[src/core/pcprb_defines.svh]
// Constants for the port control and pin readback block.
// Assumes an 8-bit register port with byte addresses as offsets.
`ifndef PCPRB_DEFINES_SVH
`define PCPRB_DEFINES_SVH

// ==========================================================
// Register offsets
`define PCPRB_P4_DATA 6'h08
`define PCPRB_P4_DIR 6'h09
`define PCPRB_P7_DATA 6'h0e
`define PCPRB_P7_DIR 6'h0f
`define PCPRB_P8_DATA 6'h10
`define PCPRB_P8_DIR 6'h11
`define PCPRB_CTL1 6'h2e
`define PCPRB_CTL2 6'h2f

// ==========================================================
// Control register two fields
`define PCPRB_C2_P4TTL 0
`define PCPRB_C2_P7TTL 1
`define PCPRB_C2_P4OD 2
`define PCPRB_C2_P8SEL 3
`define PCPRB_C2_IRQALT 4
`define PCPRB_C2_TSRC 5
`define PCPRB_C2_NOLOAD 6
`define PCPRB_C2_OBBCLR 7

// Control register one fields
`define PCPRB_C1_PULO 0
`define PCPRB_C1_PUHI 1

// ==========================================================
// Reset values, masks and load values
`define PCPRB_CTL_RST 8'h00
`define PCPRB_DIR_RST 8'h00
`define PCPRB_LATCH_RST 8'h00
`define PCPRB_P4_OD_MASK 8'h5c
`define PCPRB_P4_CLR_MASK 8'h0c
`define PCPRB_T1_LOAD 8'h01
`define PCPRB_PS_LOAD 8'hff

`endif

[src/core/pcprb_pkg.sv]
// Types shared by the port control and pin readback block.
// Assumes nothing beyond a SystemVerilog compiler.
package pcprb_pkg;

  // ==========================================================
  // Secondary timer count source
  typedef enum logic [1:0] {
    PCPRB_MAIN_DIV16 = 2'h0,
    PCPRB_SUB_DIV16 = 2'h1,
    PCPRB_SUB_DIRECT = 2'h3
  } pcprb_tsrc_t;

  typedef logic [7:0] pcprb_byte_t;

endpackage : pcprb_pkg

[src/core/pcprb_port_ctrl.sv]
// Port control, direction and pin readback logic for ports four, seven and eight.
// Assumes a single-cycle register port on sys_clk; pin inputs are asynchronous,
// stopRelease, lowSpeedMode and obb0SysRead come from logic on sys_clk.
`timescale 1ns/10ps
`default_nettype none
`include "pcprb_defines.svh"

// Overview of operation
// - Control-two bits 0 and 1 pick TTL instead of CMOS input levels for upper port-four and low port-seven pins.
// - Control-two bit 2 makes port-four pins 2, 3, 4 and 6 open-drain instead of push-pull.
// - Control-two bit 3 steers port eight's data and direction addresses to the pin readback registers.
// - The pin readback registers return the real pin levels even on output pins.
// - Control-two bit 4 moves external interrupts two, three and four to their second pin choice.
// - Control-two bit 5 picks the secondary timer clock: divided main (or sub in low speed) or the undivided sub clock.
// - With control-two bit 6 low, leaving stop mode loads 01 into timer one and FF into prescaler twelve.
// - With control-two bit 7 high, a system-side read of output buffer zero also clears port-four bits 2 and 3.
// - An open-drain output holding 1 turns its driver off and leaves the pin floating.
// - Control-one bits enable pull-ups on port-three pins 0 to 3 and 4 to 7.
// - Direction bits make a pin an output when 1, reset to 0 and cannot be read back.
// - Data writes load the latch, except port eight's while control-two bit 3 is set; reads give the latch for outputs and the pin for inputs.
// - A read-modify-write takes pin levels for input bits and latch values for output bits.
// - Turning an output into an input leaves its latch unchanged.
module pcprb_port_ctrl
  import pcprb_pkg::*;
#(
  parameter int ADDR_W = 6
) (
  input wire logic sys_clk,
  input wire logic arst_n,
  input wire logic [ADDR_W-1:0] regAddr,
  input wire logic [7:0] regWrData,
  input wire logic regWrStb,
  input wire logic regRdStb,
  output logic [7:0] regRdData,
  input wire logic [7:0] p4PinIn,
  input wire logic [7:0] p7PinIn,
  input wire logic [7:0] p8PinIn,
  output logic [7:0] p4PinOut,
  output logic [7:0] p4PinOe,
  output logic [7:0] p7PinOut,
  output logic [7:0] p7PinOe,
  output logic [7:0] p8PinOut,
  output logic [7:0] p8PinOe,
  output logic p4TtlSel,
  output logic p7TtlSel,
  output logic [7:0] p3PullUpEn,
  output logic irqAltSel,
  output pcprb_tsrc_t subTimerSrc,
  input wire logic lowSpeedMode,
  input wire logic stopRelease,
  output logic stopLoadStb,
  output logic [7:0] timerOneLoadVal,
  output logic [7:0] prescalerLoadVal,
  input wire logic obb0SysRead
);

  // ==========================================================
  // Elaboration checks
  if (ADDR_W < 6) begin : gBadAddrW
    $error("ADDR_W must be at least 6");
  end

  localparam int NPORT = 3;
  localparam logic [ADDR_W-1:0] DATA_ADDR [NPORT] = '{
    ADDR_W'(`PCPRB_P4_DATA), ADDR_W'(`PCPRB_P7_DATA), ADDR_W'(`PCPRB_P8_DATA)};
  localparam logic [ADDR_W-1:0] DIR_ADDR [NPORT] = '{
    ADDR_W'(`PCPRB_P4_DIR), ADDR_W'(`PCPRB_P7_DIR), ADDR_W'(`PCPRB_P8_DIR)};

  // ==========================================================
  // Pin input synchronisers
  pcprb_byte_t pinRaw [NPORT];
  pcprb_byte_t pinMeta_reg [NPORT];
  pcprb_byte_t pinSync_reg [NPORT];

  assign pinRaw[0] = p4PinIn;
  assign pinRaw[1] = p7PinIn;
  assign pinRaw[2] = p8PinIn;

  for (genvar g = 0; g < NPORT; g++) begin : gSync
    always_ff @(posedge sys_clk or negedge arst_n) begin
      if (!arst_n) begin
        pinMeta_reg[g] <= 8'h00;
        pinSync_reg[g] <= 8'h00;
      end else begin
        pinMeta_reg[g] <= pinRaw[g];
        pinSync_reg[g] <= pinMeta_reg[g];
      end
    end
  end

  // ==========================================================
  // Register file and pin drivers
  pcprb_byte_t ctl1_reg, ctl1_next;
  pcprb_byte_t ctl2_reg, ctl2_next;
  pcprb_byte_t latch_reg [NPORT];
  pcprb_byte_t latch_next [NPORT];
  pcprb_byte_t dir_reg [NPORT];
  pcprb_byte_t dir_next [NPORT];
  pcprb_byte_t pinOut_reg [NPORT];
  pcprb_byte_t pinOut_next [NPORT];
  pcprb_byte_t pinOe_reg [NPORT];
  pcprb_byte_t pinOe_next [NPORT];
  pcprb_byte_t rdData_reg, rdData_next;
  logic p8Remap;
  logic blocked;

  always_comb begin
    ctl1_next = ctl1_reg;
    ctl2_next = ctl2_reg;
    latch_next = latch_reg;
    dir_next = dir_reg;
    rdData_next = 8'h00;
    blocked = 1'b0;
    p8Remap = ctl2_reg[`PCPRB_C2_P8SEL];
    // Hardware clear first so a same-cycle software write takes priority
    if (ctl2_reg[`PCPRB_C2_OBBCLR] && obb0SysRead) begin
      latch_next[0] = latch_reg[0] & ~`PCPRB_P4_CLR_MASK;
    end
    for (int p = 0; p < NPORT; p++) begin
      blocked = (p == NPORT - 1) && p8Remap;
      if (regWrStb && !blocked && regAddr == DATA_ADDR[p]) begin
        latch_next[p] = regWrData;
      end
      if (regWrStb && !blocked && regAddr == DIR_ADDR[p]) begin
        dir_next[p] = regWrData;
      end
      // Input bits show the pin, output bits the latch, so RMW rewrites both
      if (regRdStb && !blocked && regAddr == DATA_ADDR[p]) begin
        rdData_next = (dir_reg[p] & latch_reg[p]) | (~dir_reg[p] & pinSync_reg[p]);
      end
    end
    if (regRdStb && p8Remap && regAddr == DATA_ADDR[NPORT-1]) begin
      rdData_next = pinSync_reg[0];
    end
    if (regRdStb && p8Remap && regAddr == DIR_ADDR[NPORT-1]) begin
      rdData_next = pinSync_reg[1];
    end
    if (regWrStb && regAddr == ADDR_W'(`PCPRB_CTL1)) begin
      ctl1_next = regWrData;
    end
    if (regWrStb && regAddr == ADDR_W'(`PCPRB_CTL2)) begin
      ctl2_next = regWrData;
    end
    if (regRdStb && regAddr == ADDR_W'(`PCPRB_CTL1)) begin
      rdData_next = ctl1_reg;
    end
    if (regRdStb && regAddr == ADDR_W'(`PCPRB_CTL2)) begin
      rdData_next = ctl2_reg;
    end
    // Drivers follow the next state so pins move with the register write
    for (int p = 0; p < NPORT; p++) begin
      pinOut_next[p] = latch_next[p];
      pinOe_next[p] = dir_next[p];
    end
    if (ctl2_next[`PCPRB_C2_P4OD]) begin
      pinOe_next[0] = dir_next[0] & ~(`PCPRB_P4_OD_MASK & latch_next[0]);
    end
  end

  always_ff @(posedge sys_clk or negedge arst_n) begin
    if (!arst_n) begin
      ctl1_reg <= `PCPRB_CTL_RST;
      ctl2_reg <= `PCPRB_CTL_RST;
      rdData_reg <= 8'h00;
      for (int p = 0; p < NPORT; p++) begin
        latch_reg[p] <= `PCPRB_LATCH_RST;
        dir_reg[p] <= `PCPRB_DIR_RST;
        pinOut_reg[p] <= `PCPRB_LATCH_RST;
        pinOe_reg[p] <= `PCPRB_DIR_RST;
      end
    end else begin
      ctl1_reg <= ctl1_next;
      ctl2_reg <= ctl2_next;
      rdData_reg <= rdData_next;
      latch_reg <= latch_next;
      dir_reg <= dir_next;
      pinOut_reg <= pinOut_next;
      pinOe_reg <= pinOe_next;
    end
  end

  // ==========================================================
  // Mode outputs and stop-release load
  logic p4Ttl_reg, p4Ttl_next;
  logic p7Ttl_reg, p7Ttl_next;
  logic irqAlt_reg, irqAlt_next;
  pcprb_byte_t pullUp_reg, pullUp_next;
  pcprb_tsrc_t tsrc_reg, tsrc_next;
  logic load_reg, load_next;
  pcprb_byte_t loadT1_reg, loadT1_next;
  pcprb_byte_t loadPs_reg, loadPs_next;

  always_comb begin
    p4Ttl_next = ctl2_next[`PCPRB_C2_P4TTL];
    p7Ttl_next = ctl2_next[`PCPRB_C2_P7TTL];
    irqAlt_next = ctl2_next[`PCPRB_C2_IRQALT];
    pullUp_next = {{4{ctl1_next[`PCPRB_C1_PUHI]}}, {4{ctl1_next[`PCPRB_C1_PULO]}}};
    if (ctl2_next[`PCPRB_C2_TSRC]) begin
      tsrc_next = PCPRB_SUB_DIRECT;
    end else if (lowSpeedMode) begin
      tsrc_next = PCPRB_SUB_DIV16;
    end else begin
      tsrc_next = PCPRB_MAIN_DIV16;
    end
    load_next = stopRelease && !ctl2_reg[`PCPRB_C2_NOLOAD];
    loadT1_next = load_next ? `PCPRB_T1_LOAD : 8'h00;
    loadPs_next = load_next ? `PCPRB_PS_LOAD : 8'h00;
  end

  always_ff @(posedge sys_clk or negedge arst_n) begin
    if (!arst_n) begin
      p4Ttl_reg <= 1'b0;
      p7Ttl_reg <= 1'b0;
      irqAlt_reg <= 1'b0;
      pullUp_reg <= 8'h00;
      tsrc_reg <= PCPRB_MAIN_DIV16;
      load_reg <= 1'b0;
      loadT1_reg <= 8'h00;
      loadPs_reg <= 8'h00;
    end else begin
      p4Ttl_reg <= p4Ttl_next;
      p7Ttl_reg <= p7Ttl_next;
      irqAlt_reg <= irqAlt_next;
      pullUp_reg <= pullUp_next;
      tsrc_reg <= tsrc_next;
      load_reg <= load_next;
      loadT1_reg <= loadT1_next;
      loadPs_reg <= loadPs_next;
    end
  end

  assign regRdData = rdData_reg;
  assign p4PinOut = pinOut_reg[0];
  assign p4PinOe = pinOe_reg[0];
  assign p7PinOut = pinOut_reg[1];
  assign p7PinOe = pinOe_reg[1];
  assign p8PinOut = pinOut_reg[2];
  assign p8PinOe = pinOe_reg[2];
  assign p4TtlSel = p4Ttl_reg;
  assign p7TtlSel = p7Ttl_reg;
  assign p3PullUpEn = pullUp_reg;
  assign irqAltSel = irqAlt_reg;
  assign subTimerSrc = tsrc_reg;
  assign stopLoadStb = load_reg;
  assign timerOneLoadVal = loadT1_reg;
  assign prescalerLoadVal = loadPs_reg;
endmodule : pcprb_port_ctrl
`default_nettype wire

[config.mk]
export PLATFORM = sky130hd
export DESIGN_NAME = pcprb_port_ctrl
export DESIGN_NICKNAME = d
export VERILOG_FILES = /design/src/core/pcprb_pkg.sv /design/src/core/pcprb_port_ctrl.sv
export VERILOG_INCLUDE_DIRS = /design/src /design/src/core
export SDC_FILE = /design/constraint.sdc
export NUM_CORES = 1
export LEC_CHECK = 0
export BUFFER_PORTS_ARGS = -buffer_cell sky130_fd_sc_hd__buf_2
export CAP_MARGIN = 10
export CELL_PAD_IN_SITES_DETAIL_PLACEMENT = 1
export CELL_PAD_IN_SITES_GLOBAL_PLACEMENT = 2
export CORE_ASPECT_RATIO = 1.25
export CORE_MARGIN = 5
export CORE_UTILIZATION = 30
export CTS_CLUSTER_SIZE = 14
export DETAILED_ROUTE_END_ITERATION = 10
export GPL_TIMING_DRIVEN = 1
export PLACE_DENSITY_LB_ADDON = 0.1
export SLEW_MARGIN = 10
export SYNTH_ARGS = -nofsm -noshare
export SYNTH_HDL_FRONTEND = slang
export SYNTH_SLANG_ARGS = --single-unit
[constraint.sdc]
create_clock -name sys_clk -period 1.6 [get_ports sys_clk]
set_input_delay 0.32 -clock sys_clk [delete_from_list [all_inputs] [get_ports sys_clk]]
set_output_delay 0.32 -clock sys_clk [all_outputs]
set_load 0.01 [all_outputs]
**After elaboration in Yosys (flattened, before gate mapping)**

Index checks and enable logic that the tools add are counted.

- Register bits after elaboration: 148
- Output and inout bits: 86
- Input port bits: 45
- Logic and storage cells: 88

- Reductions and logical operators: 22
- Bitwise logic cells: 14
- Eq/ne operators: 8
- Multiplexer cells: 17

Operators by type and width:

| operator | count |
|---|---|
| 2-to-1 mux 8 bit | 11 |
| bitwise AND 8 bit | 7 |
| equality test 6 x 4 -> 1 bit (second input constant) | 4 |
| inverter 8 bit | 3 |
| OR 8 bit | 3 |
| logical AND 1 bit | 20 |
| equality test 6 x 5 -> 1 bit (second input constant) | 2 |
| equality test 6 bit (second input constant) | 2 |
| inverter 7 -> 8 bit | 1 |
| 2-to-1 mux 6 bit | 1 |
| 2-to-1 mux 2 bit | 2 |
| 2-to-1 mux 4 bit | 1 |
| zero test 1 bit | 2 |
| 2-to-1 mux 1 bit | 2 |

**Logic depth before layout (Yosys ltp)**

Gate-level depths: netlist of the first run.

- Depth in word-level cells: 10
- Gate-level depth with buffers: 6
- Gate-level depth less buffers: 5

**Least setup slack after synthesis of the first run**

OpenSTA, ideal clock, no wires.

- Path kind: input port to flip-flop
- Start: in regAddr[4]
- End: reg pinOe_reg (netlist bit p4PinOe[2])
- Arrival time: 1.520 ns
- Setup slack: -0.042 ns
- Path buffers: 0
- Data required time: 1.477 ns
- Setup time: 0.123 ns
- Cell stages on the path: 5
- Cells stage by stage: or3b_4 nor3b_4 nand2_2 mux2_2 a21boi_1

RTL lines:

| item | RTL line | source |
|---|---|---|
| start, declared | pcprb_port_ctrl.sv:30 | `input wire logic [ADDR_W-1:0] regAddr,` |
| end signal, assigned by index | pcprb_port_ctrl.sv:169 | `` pinOe_reg[p] <= `PCPRB_DIR_RST; `` |
| end signal, assigned | pcprb_port_ctrl.sv:178 | `pinOe_reg <= pinOe_next;` |
| end, declared | pcprb_port_ctrl.sv:101 | `pcprb_byte_t pinOe_reg [NPORT];` |

==> reports/metrics.csv, run 1 <==
metric;value;unit
crit_slowest_cell;sky130_fd_sc_hd__or3b_4;
post-dp-hpwl;10840;um
hold_viol_final;0;
min_period_over_period;97.11;%
hold_path_depth;1;
power.density_cell_area;1288;mW/mm^2
gp_routability_congestion;0.8005;
finalWorstPathRequiredPeriod;1.554;ns
fin_worst_hold_slack;0.01992;ns
post_synth_instance_area;0.005176;sq mm
hp-start;p7PinIn[1];
tritoncts_clock_tree;yes;
cts-root-buf;sky130_fd_sc_hd__clkbuf_16;
ctsHtreeMaxLevel;4;
post_synthesis_register_bit_count;126;
groute.usage.overall;16.19;%
internal-power;6.817;mW
p_total;8.991;mW
clock-skew-final;0.005632;ns
routed_wirelength;15470;um
grt_pass1_vias;3991;
ff2ff_setup_slack;0.09;ns
route.detailed.vias_per_inst;4.634;
synth.avg_cell_area;13.44;sq um
layout.cells.most_common;sky130_fd_sc_hd__dfrtp_1;
yosysWarningCount;0;
slew-limit-headroom;49.53;%
worst-path-max-fanout;8;
insertedDiodeCount;0;
floorplan.rows;53;
outcome;complete, no violations;
r2r-start;ctl2_reg[3];
grt_first_pass_wirelength;23840;um
antenna_found_initial;0;
crit_type;primary input to flip-flop;
max_slew.worst_pin.slew;0.7543;ns
timing.critical_path.from_type;primary input;
global_route.overflow_total;0;
clk_pin_slew_worst_paths;0.05;ns
final_slew_violations;0;
power.switching_fraction;24.18;%
first_pass_detailed_route_iteration_total;5;
buffers_added_on_ports;123;
p_leak;3.522;nW
cts.repair_timing.setup_buffer_count;0;
timing.hold.worst_endpoint;pinMeta_reg[9];
tritoncts.num_buffers;17;
mostFrequentLayoutCells;sky130_fd_sc_hd__dfrtp_1 (126), sky130_fd_sc_hd__buf_2 (122), sky130_fd_sc_hd__mux2_2 (64);
synthDistinctLibCells;37;
critical_path.cell_chain;buf_2 -> or3b_4 -> nor3b_4 -> nand2_4 -> mux2_2 -> a21boi_1;
r2r.worst_path.cells;4;
critical_path.max_stage_delay;0.41;ns
drv_cap;0;
design.die.area;0.02000;sq mm
drt_drc_violations_left;0;
worst_ep_arrival_time;1.89;ns
yosysSeqAreaShare;60.91;%
peakVddDrop;0.6407;mV
filler_cell_count;1814;
r2r-end;regRdData[5];
min_path_type;primary input to flip-flop;
overall_die_height;156.9;um
fp.coreArea;0.01691;sq mm
num_io_pins;131;
number_of_drc_markers_after_the_initial_detailed_route_iteration;159;
initial_core_util;30.61;%
worst_path_required_time;1.93;ns
fp.dieW;127.5;um
drt-wirelength-per-cell;19.93;um
number_of_clock_sinks;126;
clock_tree.buffer_depth;2;
setup_viol;0;
p_sw;2.174;mW
portion_of_total_power_attributed_to_the_clock_network;46.3;%
ant_nets;0;
post_synth_inst_count;385;
design.final.nets;588;
comb_power_share;12.4;%
timing.fmax;0.6436;GHz
via_count;3596;
insertion_delay;0.42;ns
syn_to_final_growth;34.90;%
power_frac_seq;41.3;%
final_layout_size_suffix_gt1_share;49.10;%
pin_count_of_the_biggest_net_entering_global_routing;75;
timing.critical_path.to_type;flip-flop;
==> what timing repair did <==
item                                    in CTS  in global routing
endpoints found under the hold margin      147                  0
hold buffers                                22                  0
resized for setup                            1                  3
cloned                                       0                  0
endpoints found under the setup margin       8                 25
==> cell usage after synthesis <==
master	number	area share [%]
sky130_fd_sc_hd__dfrtp_1	126	61
sky130_fd_sc_hd__mux2_2	64	14
sky130_fd_sc_hd__buf_4	45	6.5
sky130_fd_sc_hd__a21oi_1	24	2.3
sky130_fd_sc_hd__mux2i_1	16	3.1
sky130_fd_sc_hd__o21ai_0	16	1.5
sky130_fd_sc_hd__nand2_1	12	0.87
sky130_fd_sc_hd__a21o_1	8	1.2
sky130_fd_sc_hd__a221o_1	8	1.5
sky130_fd_sc_hd__inv_1	8	0.58
sky130_fd_sc_hd__o21bai_1	8	1.2
sky130_fd_sc_hd__o22ai_1	8	0.97
sky130_fd_sc_hd__clkbuf_1	6	0.44
sky130_fd_sc_hd__a21boi_1	4	0.58
sky130_fd_sc_hd__nor2_1	3	0.22
sky130_fd_sc_hd__nor2b_1	3	0.36
sky130_fd_sc_hd__a21boi_0	2	0.29
sky130_fd_sc_hd__buf_2	2	0.19
sky130_fd_sc_hd__nand2_2	2	0.24
sky130_fd_sc_hd__nor2_2	2	0.24
sky130_fd_sc_hd__nor3_1	2	0.19
sky130_fd_sc_hd__and2b_1	1	0.15
sky130_fd_sc_hd__and3_1	1	0.12
sky130_fd_sc_hd__and3b_1	1	0.17
sky130_fd_sc_hd__and4_1	1	0.17
sky130_fd_sc_hd__buf_1	1	0.072
sky130_fd_sc_hd__conb_1	1	0.072
sky130_fd_sc_hd__nand3_1	1	0.097
sky130_fd_sc_hd__nand3b_1	1	0.15
sky130_fd_sc_hd__nand4_1	1	0.12
sky130_fd_sc_hd__nor3_2	1	0.19
sky130_fd_sc_hd__nor3b_4	1	0.36
sky130_fd_sc_hd__nor4b_1	1	0.17
sky130_fd_sc_hd__nor4b_2	1	0.29
sky130_fd_sc_hd__or2_2	1	0.12
sky130_fd_sc_hd__or3b_2	1	0.17
sky130_fd_sc_hd__or3b_4	1	0.22
==> power by group through the flow <==
stage          clock [mW]  sequential (mW)  combinational, mW
4_1_cts              4.27             3.72               1.14
3_3_place_gp            0             3.76               1.08
3_5_place_dp            0             3.78               1.10
6_report             4.16             3.72               1.11
5_1_grt              4.42             3.76               1.23
2_1_floorplan           0             3.77              0.667
==> per-layer routing <==
layer,part of all wire (%),GRT usage (%)
met1,44,20.91
met5,0,0
met2,50,26.73
met3,4.8,3.926
met4,1.6,5.314
==> critical path, delay by kind of cell <==
family,cells,cell delay (ns)
AND/OR/NAND/NOR,3,0.94
multiplexers,1,0.32
buffers and inverters,1,0.12
AO/OA/AOI/OAI,1,0.17
==> worst max-delay path by stage <==
stage,from,endpoint,slack [ns]
global route,regAddr[2],regRdData[0],-0.03
CTS,regAddr[4],p4PinOe[3],0.05
floorplan,regAddr[4],p4PinOe[2],-0.02
finish,regAddr[4],p4PinOe[3],0.05
global placement,regAddr[2],regRdData[1],-0.34
detailed placement,regAddr[4],p4PinOe[3],-0.37
==> layout make-up <==
class                      instances  area, sq um  share of cell area, %
sequential                       126         3153                  45.15
tap                              220        275.3                  3.942
inverter                           8        30.03                 0.4300
multi-input combinational        203         1665                  23.85
timing repair buffer             187         1216                  17.42
clock inverter                    10        158.9                  2.276
clock buffer                      22        484.2                  6.934
==> through the flow <==
step	TNS, ns	util [%]	cell area, sq um	instances	setup slack (ns)
floorplan	-0.1870	-	5199	391	-0.02281
CTS	0	41.20	6967	776	0.04659
global route	-0.06769	41.29	6983	776	-0.02530
finish	0	41.29	6983	776	0.04620
detailed placement	-17.95	36.08	6101	722	-0.3726
global placement	-16.34	36.08	6101	722	-0.3389
==> logic make-up after synthesis <==
| kind of cell | synth area share [%] |
|---|---|
| AO/OA/AOI/OAI | 9.572 |
| buffers and inverters | 7.807 |
| flip-flops | 60.91 |
| multiplexers | 17.02 |
| other | 0.07245 |
| AND/OR/NAND/NOR | 4.617 |
Note: power is estimated with default switching activity, not from simulation.
==> inputs of run 2 (changes only) <==
--- a/config.mk
+++ b/config.mk
@@ -7,12 +7,11 @@
 export NUM_CORES = 1
 export LEC_CHECK = 0
 export BUFFER_PORTS_ARGS = -buffer_cell sky130_fd_sc_hd__buf_2
-export CAP_MARGIN = 10
 export CELL_PAD_IN_SITES_DETAIL_PLACEMENT = 1
 export CELL_PAD_IN_SITES_GLOBAL_PLACEMENT = 2
 export CORE_ASPECT_RATIO = 1.25
 export CORE_MARGIN = 5
-export CORE_UTILIZATION = 30
+export CORE_UTILIZATION = 35
 export CTS_CLUSTER_SIZE = 14
 export DETAILED_ROUTE_END_ITERATION = 10
 export GPL_TIMING_DRIVEN = 1
==> run 2 against run 1 <==
  * Cell count down 5.3%
  * Wire length down 3.7%
  * Maximum frequency up 1.8%
==> reports/metrics.csv, run 2 (synthesis results as in run 1) <==
metric;value;unit;change
outcome;complete, no violations;;unchanged
ff2ff_setup_slack;0.11;ns;was 0.09 ns
grt_first_pass_wirelength;23400;um;was 23840 um
layout.cells.most_common;sky130_fd_sc_hd__dfrtp_1;;unchanged
worst-path-max-fanout;7;;was 8
min_period_over_period;95.40;%;was 97.11%
syn_to_final_growth;32.68;%;was 34.90%
setup_viol;0;;unchanged
drt_drc_violations_left;0;;unchanged
worst_ep_arrival_time;1.82;ns;was 1.89 ns
first_pass_detailed_route_iteration_total;5;;unchanged
num_io_pins;131;;unchanged
mostFrequentLayoutCells;sky130_fd_sc_hd__dfrtp_1 (126), sky130_fd_sc_hd__buf_2 (122), sky130_fd_sc_hd__mux2_2 (64);;unchanged
cts-root-buf;sky130_fd_sc_hd__clkbuf_16;;unchanged
r2r-start;ctl2_reg[3];;unchanged
number_of_drc_markers_after_the_initial_detailed_route_iteration;192;;was 159
clock_tree.buffer_depth;2;;unchanged
worst_path_required_time;1.89;ns;was 1.93 ns
timing.fmax;0.6551;GHz;was 0.6436 GHz
min_path_type;primary input to flip-flop;;unchanged
crit_type;primary input to flip-flop;;unchanged
drt-wirelength-per-cell;20.27;um;was 19.93 um
hp-start;p4PinIn[7];;was p7PinIn[1]
tritoncts.num_buffers;17;;unchanged
fp.coreArea;0.01447;sq mm;was 0.01691 sq mm
overall_die_height;146.0;um;was 156.9 um
rsz0062_at_grt;false;;
design.final.nets;589;;was 588
floorplan.rows;49;;was 53
final_design_area_no_fill;0.006868;sq mm;was 0.006983 sq mm
via_count;3590;;was 3596
seqCellArea;0.003153;sq mm;unchanged
route.layer.met1.wl;6506;um;was 6792 um
dpl-instance-area;0.006038;sq mm;was 0.006101 sq mm
number_of_clock_sinks;126;;unchanged
finalWorstPathRequiredPeriod;1.526;ns;was 1.554 ns
groute.usage.overall;17.78;%;was 16.19%
final_layout_size_suffix_gt1_share;49.19;%;was 49.10%
r2r.worst_path.cells;5;;was 4
clock-skew-final;0.007546;ns;was 0.005632 ns
post-dp-hpwl;10590;um;was 10840 um
r2r-end;p8PinOe[4];;was regRdData[5]
clk_pin_slew_worst_paths;0.06;ns;was 0.05 ns
timing.critical_path.from_type;primary input;;unchanged
antenna_found_initial;0;;unchanged
buffers_added_on_ports;123;;unchanged
cts.repair_timing.setup_buffer_count;0;;unchanged
grt_pass1_vias;3976;;was 3991
design.die.area;0.01734;sq mm;was 0.02000 sq mm
routed_wirelength;14900;um;was 15470 um
gp_routability_congestion;0.8373;;was 0.8005
tritoncts_clock_tree;yes;;unchanged
global_route.overflow_total;0;;unchanged
drv_cap;0;;unchanged
final_slew_violations;0;;unchanged
area_occupied_by_multi_input_gates;0.001655;sq mm;was 0.001665 sq mm
hold_path_depth;1;;unchanged
hold_viol_final;0;;unchanged
p_leak;3.477;nW;was 3.522 nW
insertedDiodeCount;0;;unchanged
route.detailed.vias_per_inst;4.884;;was 4.634
fp.dieW;118.8;um;was 127.5 um
peakVddDrop;0.6398;mV;was 0.6407 mV
timing.hold.worst_endpoint;pinMeta_reg[23];;was pinMeta_reg[9]
insertion_delay;0.42;ns;about the same
max_slew.worst_pin.slew;0.8388;ns;was 0.7543 ns
top_signal_layer_used;met4;;unchanged
pin_count_of_the_biggest_net_entering_global_routing;67;;was 75
fin_worst_hold_slack;0.01348;ns;was 0.01992 ns
met3_length;863;um;was 742 um
ant_nets;0;;unchanged
initial_core_util;35.77;%;was 30.61%
filler_cell_count;1533;;was 1814
slew-limit-headroom;43.87;%;was 49.53%
ctsHtreeMaxLevel;4;;unchanged
total_met2_wirelength_after_detailed_routing;7385;um;was 7687 um
power.density_cell_area;1277;mW/mm^2;was 1288 mW/mm^2
timing.critical_path.to_type;flip-flop;;unchanged
## run 2: worst max-delay path by stage
stage	endpoint	slack (ns)	startpoint	cells past startpoint
after detailed placement	p8PinOe[4]	-0.40	regAddr[2]	7
after global routing	ctl1_reg[7]	0.006	regAddr[2]	9
after global placement	p8PinOe[2]	-0.36	regAddr[2]	7
after floorplan	p4PinOe[2]	-0.02	regAddr[4]	5
after CTS	p8PinOe[4]	0.03	regAddr[2]	7
final	p4PinOe[2]	0.07	regAddr[4]	6
## run 2: critical path, stage by stage
cell	delay (ns)
sky130_fd_sc_hd__buf_2	0.11
sky130_fd_sc_hd__or3b_4	0.41
sky130_fd_sc_hd__nor3b_4	0.24
sky130_fd_sc_hd__nand2_2	0.25
sky130_fd_sc_hd__mux2_2	0.35
sky130_fd_sc_hd__a21boi_1	0.13
## run 2: final cells by class
class / instances / share of cell area (%)
Clock buffer: 22 / 6.905
Clock inverter: 10 / 1.986
Inverter: 8 / 0.4372
Multi-Input combinational cell: 203 / 24.10
Sequential cell: 126 / 45.91
Tap cell: 178 / 3.243
Timing Repair Buffer: 188 / 17.42
## run 2: where the power goes
part	switching [mW]	internal, mW
Sequential	0.211	3.50
Combinational	0.557	0.551
Clock	1.39	2.57
## run 2: layer usage
metal	vias up	track usage [%]
li1	1635	-
met3	13	5.754
met1	1827	23.22
met4	0	5.275
met2	115	28.34
met5	-	0
## run 2: timing repair
item,CTS,global route
endpoints found under the hold margin,82,1
setup endpoints to repair,3,24
hold buffers,20,1
pin swaps,0,0
resized for setup,1,1
## run 2: metrics by stage
stage	instances	utilization, %	setup WS [ns]	power [mW]	setup TNS [ns]
finish	735	47.47	0.07354	8.773	0
floorplan	391	-	-0.02281	4.433	-0.1870
CTS	734	47.35	0.02725	8.895	0
global route	735	47.47	0.006479	9.146	0
global placement	682	41.73	-0.3571	4.823	-19.10
detailed placement	682	41.73	-0.4046	4.858	-20.66
==> inputs of run 3 (changes only) <==
--- a/config.mk
+++ b/config.mk
@@ -6,17 +6,17 @@
 export SDC_FILE = /design/constraint.sdc
 export NUM_CORES = 1
 export LEC_CHECK = 0
+export ABC_AREA = 1
 export BUFFER_PORTS_ARGS = -buffer_cell sky130_fd_sc_hd__buf_2
 export CELL_PAD_IN_SITES_DETAIL_PLACEMENT = 1
 export CELL_PAD_IN_SITES_GLOBAL_PLACEMENT = 2
 export CORE_ASPECT_RATIO = 1.25
 export CORE_MARGIN = 5
-export CORE_UTILIZATION = 35
+export CORE_UTILIZATION = 32
 export CTS_CLUSTER_SIZE = 14
 export DETAILED_ROUTE_END_ITERATION = 10
 export GPL_TIMING_DRIVEN = 1
 export PLACE_DENSITY_LB_ADDON = 0.1
-export SLEW_MARGIN = 10
 export SYNTH_ARGS = -nofsm -noshare
 export SYNTH_HDL_FRONTEND = slang
 export SYNTH_SLANG_ARGS = --single-unit
==> run 3 against run 2 <==
  * Via count is 14% higher
  * Setup slack better by 0.15 ns
  * Largest power group unchanged
  * Non-clock buffer count shrank 20
  * Critical endpoint is now regRdData[5]
  * Global-route usage fell by 0.12 points
  * Cell area decreased by 1.6%
  * Highest routed layer unchanged
  * Register-to-register slack better by 0.11 ns
==> reports/metrics.csv, run 3 <==
metric;value;unit;change
outcome;complete, no violations;;unchanged
cts.repair_timing.setup_buffer_count;0;;unchanged
ant_nets;0;;unchanged
power.density_cell_area;1258;mW/mm^2;was 1277 mW/mm^2
timing.fmax;0.7242;GHz;was 0.6551 GHz
routed_wirelength;16270;um;was 14900 um
global_route.overflow_total;0;;unchanged
netlist.area_leader.share;60.36;%;was 60.91%
cp.buffers_inverters;0;;was 1
tritoncts_clock_tree;yes;;unchanged
via_count;4101;;was 3590
min_period_over_period;86.30;%;was 95.40%
crit_slowest_cell;sky130_fd_sc_hd__dfrtp_1;;was sky130_fd_sc_hd__or3b_4
number_of_drc_markers_after_the_initial_detailed_route_iteration;130;;was 192
power.switching_fraction;26.91;%;was 24.59%
clock-skew-final;0.005951;ns;was 0.007546 ns
yosysSeqAreaShare;60.36;%;was 60.91%
comb_power_share;12.0;%;was 12.6%
p_sw;2.289;mW;was 2.157 mW
post_synth_inst_count;542;;was 385
global_route.usage.met1;21.04;%;was 23.22%
top_usage_layer_grt;met2;;unchanged
synth.avg_cell_area;9.638;sq um;was 13.44 sq um
crit_type;flip-flop to flip-flop;;was primary input to flip-flop
postCtsHoldBufs;17;;was 20
max_slew.worst_pin.slew;0.5123;ns;was 0.8388 ns
tritoncts.num_buffers;17;;unchanged
final_core_util;41.90;%;was 47.47%
initial_core_util;32.37;%;was 35.77%
drt_drc_violations_left;0;;unchanged
gp_routability_congestion;0.8272;;was 0.8373
post_synth_instance_area;0.005224;sq mm;was 0.005176 sq mm
antenna_found_initial;0;;unchanged
final_slew_violations;0;;unchanged
post-synth-top-count-cell;sky130_fd_sc_hd__nand2_1;;was sky130_fd_sc_hd__dfrtp_1
critical_path.max_stage_delay;0.43;ns;was 0.41 ns
mostFrequentLayoutCells;sky130_fd_sc_hd__nand2_1 (136), sky130_fd_sc_hd__dfrtp_1 (126), sky130_fd_sc_hd__buf_2 (122);;was sky130_fd_sc_hd__dfrtp_1 (126), sky130_fd_sc_hd__buf_2 (122), sky130_fd_sc_hd__mux2_2 (64)
gr-usage-met2;31.03;%;was 28.34%
slew-limit-headroom;65.76;%;was 43.87%
p_leak;3.476;nW;was 3.477 nW
grt_first_pass_wirelength;25540;um;was 23400 um
groute.layer.met3.usage;4.921;%;was 5.754%
fp.coreArea;0.01614;sq mm;was 0.01447 sq mm
overall_die_height;152.8;um;was 146.0 um
post-dp-hpwl;12230;um;was 10590 um
first_pass_detailed_route_iteration_total;4;;was 5
synth_async_sr_flop_share;100.0;%;unchanged
final_layout_size_suffix_gt1_share;28.72;%;was 49.19%
layout.cells.most_common;sky130_fd_sc_hd__nand2_1;;was sky130_fd_sc_hd__dfrtp_1
drt-wirelength-per-cell;17.90;um;was 20.27 um
portion_of_total_power_attributed_to_the_clock_network;44.4;%;was 45.1%
yosysWarningCount;0;;unchanged
buffers_added_on_ports;123;;unchanged
fin_worst_hold_slack;0.01191;ns;was 0.01348 ns
insertion_delay;0.42;ns;about the same
design.die.area;0.01899;sq mm;was 0.01734 sq mm
timing.critical_path.max_delay_family;simple AND/OR/NAND/NOR gates;;unchanged
worst_path_required_time;1.95;ns;was 1.89 ns
timing.critical_path.to_type;flip-flop;;unchanged
insertedDiodeCount;0;;unchanged
synth_ff_type;sky130_fd_sc_hd__dfrtp_1;;unchanged
cts-root-buf;sky130_fd_sc_hd__clkbuf_16;;unchanged
clk_pin_slew_worst_paths;0.06;ns;about the same
cts_repair_resize_count;0;;was 1
syn_to_final_growth;29.41;%;was 32.68%
finalNonFillerCells;909;;was 735
post_synthesis_register_bit_count;126;;unchanged
hold_viol_final;0;;unchanged
synth.top_cells.by_count;sky130_fd_sc_hd__nand2_1 (136), sky130_fd_sc_hd__dfrtp_1 (126), sky130_fd_sc_hd__o21ai_0 (71);;was sky130_fd_sc_hd__dfrtp_1 (126), sky130_fd_sc_hd__mux2_2 (64), sky130_fd_sc_hd__buf_4 (45)
placed_cells;855;;was 682
filler_cell_count;1884;;was 1533
route.detailed.vias_per_inst;4.512;;was 4.884
power_frac_seq;43.6;%;was 42.3%
design.final.nets;725;;was 589
ctsHtreeMaxLevel;4;;unchanged
finalWorstPathRequiredPeriod;1.381;ns;was 1.526 ns
worst_ep_arrival_time;1.73;ns;was 1.82 ns
internal-power;6.216;mW;was 6.616 mW
synth_enable_flop_cells;0;;unchanged
floorplan.rows;52;;was 49
min_path_type;primary input to flip-flop;;unchanged
grt_pass1_vias;4494;;was 3976
setup_viol;0;;unchanged
fp.dieW;124.3;um;was 118.8 um
groute.usage.overall;17.67;%;was 17.78%
num_io_pins;131;;unchanged
worst-path-max-fanout;8;;was 7
drv_cap;0;;unchanged
rsz0062_at_grt;false;;unchanged
synthDistinctLibCells;26;;was 37
clock_tree.buffer_depth;2;;unchanged
synth_area_leader_cell;sky130_fd_sc_hd__dfrtp_1;;unchanged
cell_types_occupying_the_most_area_after_synthesis;sky130_fd_sc_hd__dfrtp_1 (60%), sky130_fd_sc_hd__nand2_1 (9.8%), sky130_fd_sc_hd__o21ai_0 (6.8%);;was sky130_fd_sc_hd__dfrtp_1 (61%), sky130_fd_sc_hd__mux2_2 (14%), sky130_fd_sc_hd__buf_4 (6.5%)
pin_count_of_the_biggest_net_entering_global_routing;30;;was 67
peakVddDrop;0.6600;mV;was 0.6398 mV
timing.critical_path.from_type;flip-flop;;was primary input
critical_path.cell_chain;nor2_1 -> nand3_1 -> nand3_1 -> nor2_1 -> nand4_1;;was buf_2 -> or3b_4 -> nor3b_4 -> nand2_2 -> mux2_2 -> a21boi_1
number_of_clock_sinks;126;;unchanged
setup-tns-final;0;ns;unchanged
run 3: changes by cell type in the layout (fill, tap and decap cells not counted), moves of 15 or more:
cell                      delta
sky130_fd_sc_hd__inv_1      +44
sky130_fd_sc_hd__nor2_1     +23
sky130_fd_sc_hd__nand4_1    +15
sky130_fd_sc_hd__o21ai_0    +55
sky130_fd_sc_hd__mux2i_1    -16
sky130_fd_sc_hd__nand3_1    +28
sky130_fd_sc_hd__nand2_1   +124
sky130_fd_sc_hd__mux2_2     -64
sky130_fd_sc_hd__buf_4      -22
sky130_fd_sc_hd__a21oi_1    -21
run 3: final cells by class:
class / instances / area (sq um) / area share, %
clock buffer: 18 / 439.2 / 6.496
clock inverter: 14 / 143.9 / 2.128
inverter: 53 / 198.9 / 2.943
multi-input combinational: 314 / 1494 / 22.10
sequential: 126 / 3153 / 46.64
tap: 216 / 270.3 / 3.998
timing repair buffer: 168 / 1061 / 15.70
run 3: cells by family (layout without fill, tap and decap cells):
logic type	after synthesis	count (layout)	synth area share, %
AOI/OAI and AO/OA	84	84	8.479
and+or+nand+nor	223	223	19.62
buffers and inverters	108	253	11.47
DFF	126	126	60.36
other	1	7	0.07179
run 3: final timing paths:
kind | start | to | slack, ns | cells after the start
setup / recovery | ctl2_reg[3] | regRdData[5] | 0.22 | 5
hold / removal | p7PinIn[0] | pinMeta_reg[8] | 0.01 | 1
setup reg to reg | ctl2_reg[3] | regRdData[5] | 0.22 | 5
hold reg to reg | pinMeta_reg[19] | pinSync_reg[19] | 0.35 | 0
max in group asynchronous | arst_n | p8PinOut[5] | 0.65 | 3
min in group asynchronous | arst_n | pinSync_reg[23] | 0.40 | 2
run 3: power by group through the flow:
stage / Combinational (mW) / Clock (mW) / Sequential (mW)
4_1_cts: 1.04 / 3.87 / 3.71
3_3_place_gp: 0.975 / 0 / 3.75
3_5_place_dp: 1.00 / 0 / 3.77
6_report: 1.02 / 3.77 / 3.71
5_1_grt: 1.15 / 4.02 / 3.76
2_1_floorplan: 0.574 / 0 / 3.75
run 3: routing by layer:
layer	share of wire, %	vias up	routed length, um
li1	-	1963	-
met1	43	2024	7005
met2	51	99	8362
met3	4.1	15	666
met4	1.5	0	239
met5	0	-	0
run 3: per-stage QoR:
stage,total power [mW],cell area [sq um],setup WS [ns]
after floorplan,4.329,5246,0.2853
after global placement,4.730,5957,-0.01305
after detailed placement,4.772,5957,-0.03887
after CTS,8.624,6710,0.1940
after global routing,8.922,6760,0.03934
final,8.504,6760,0.2191
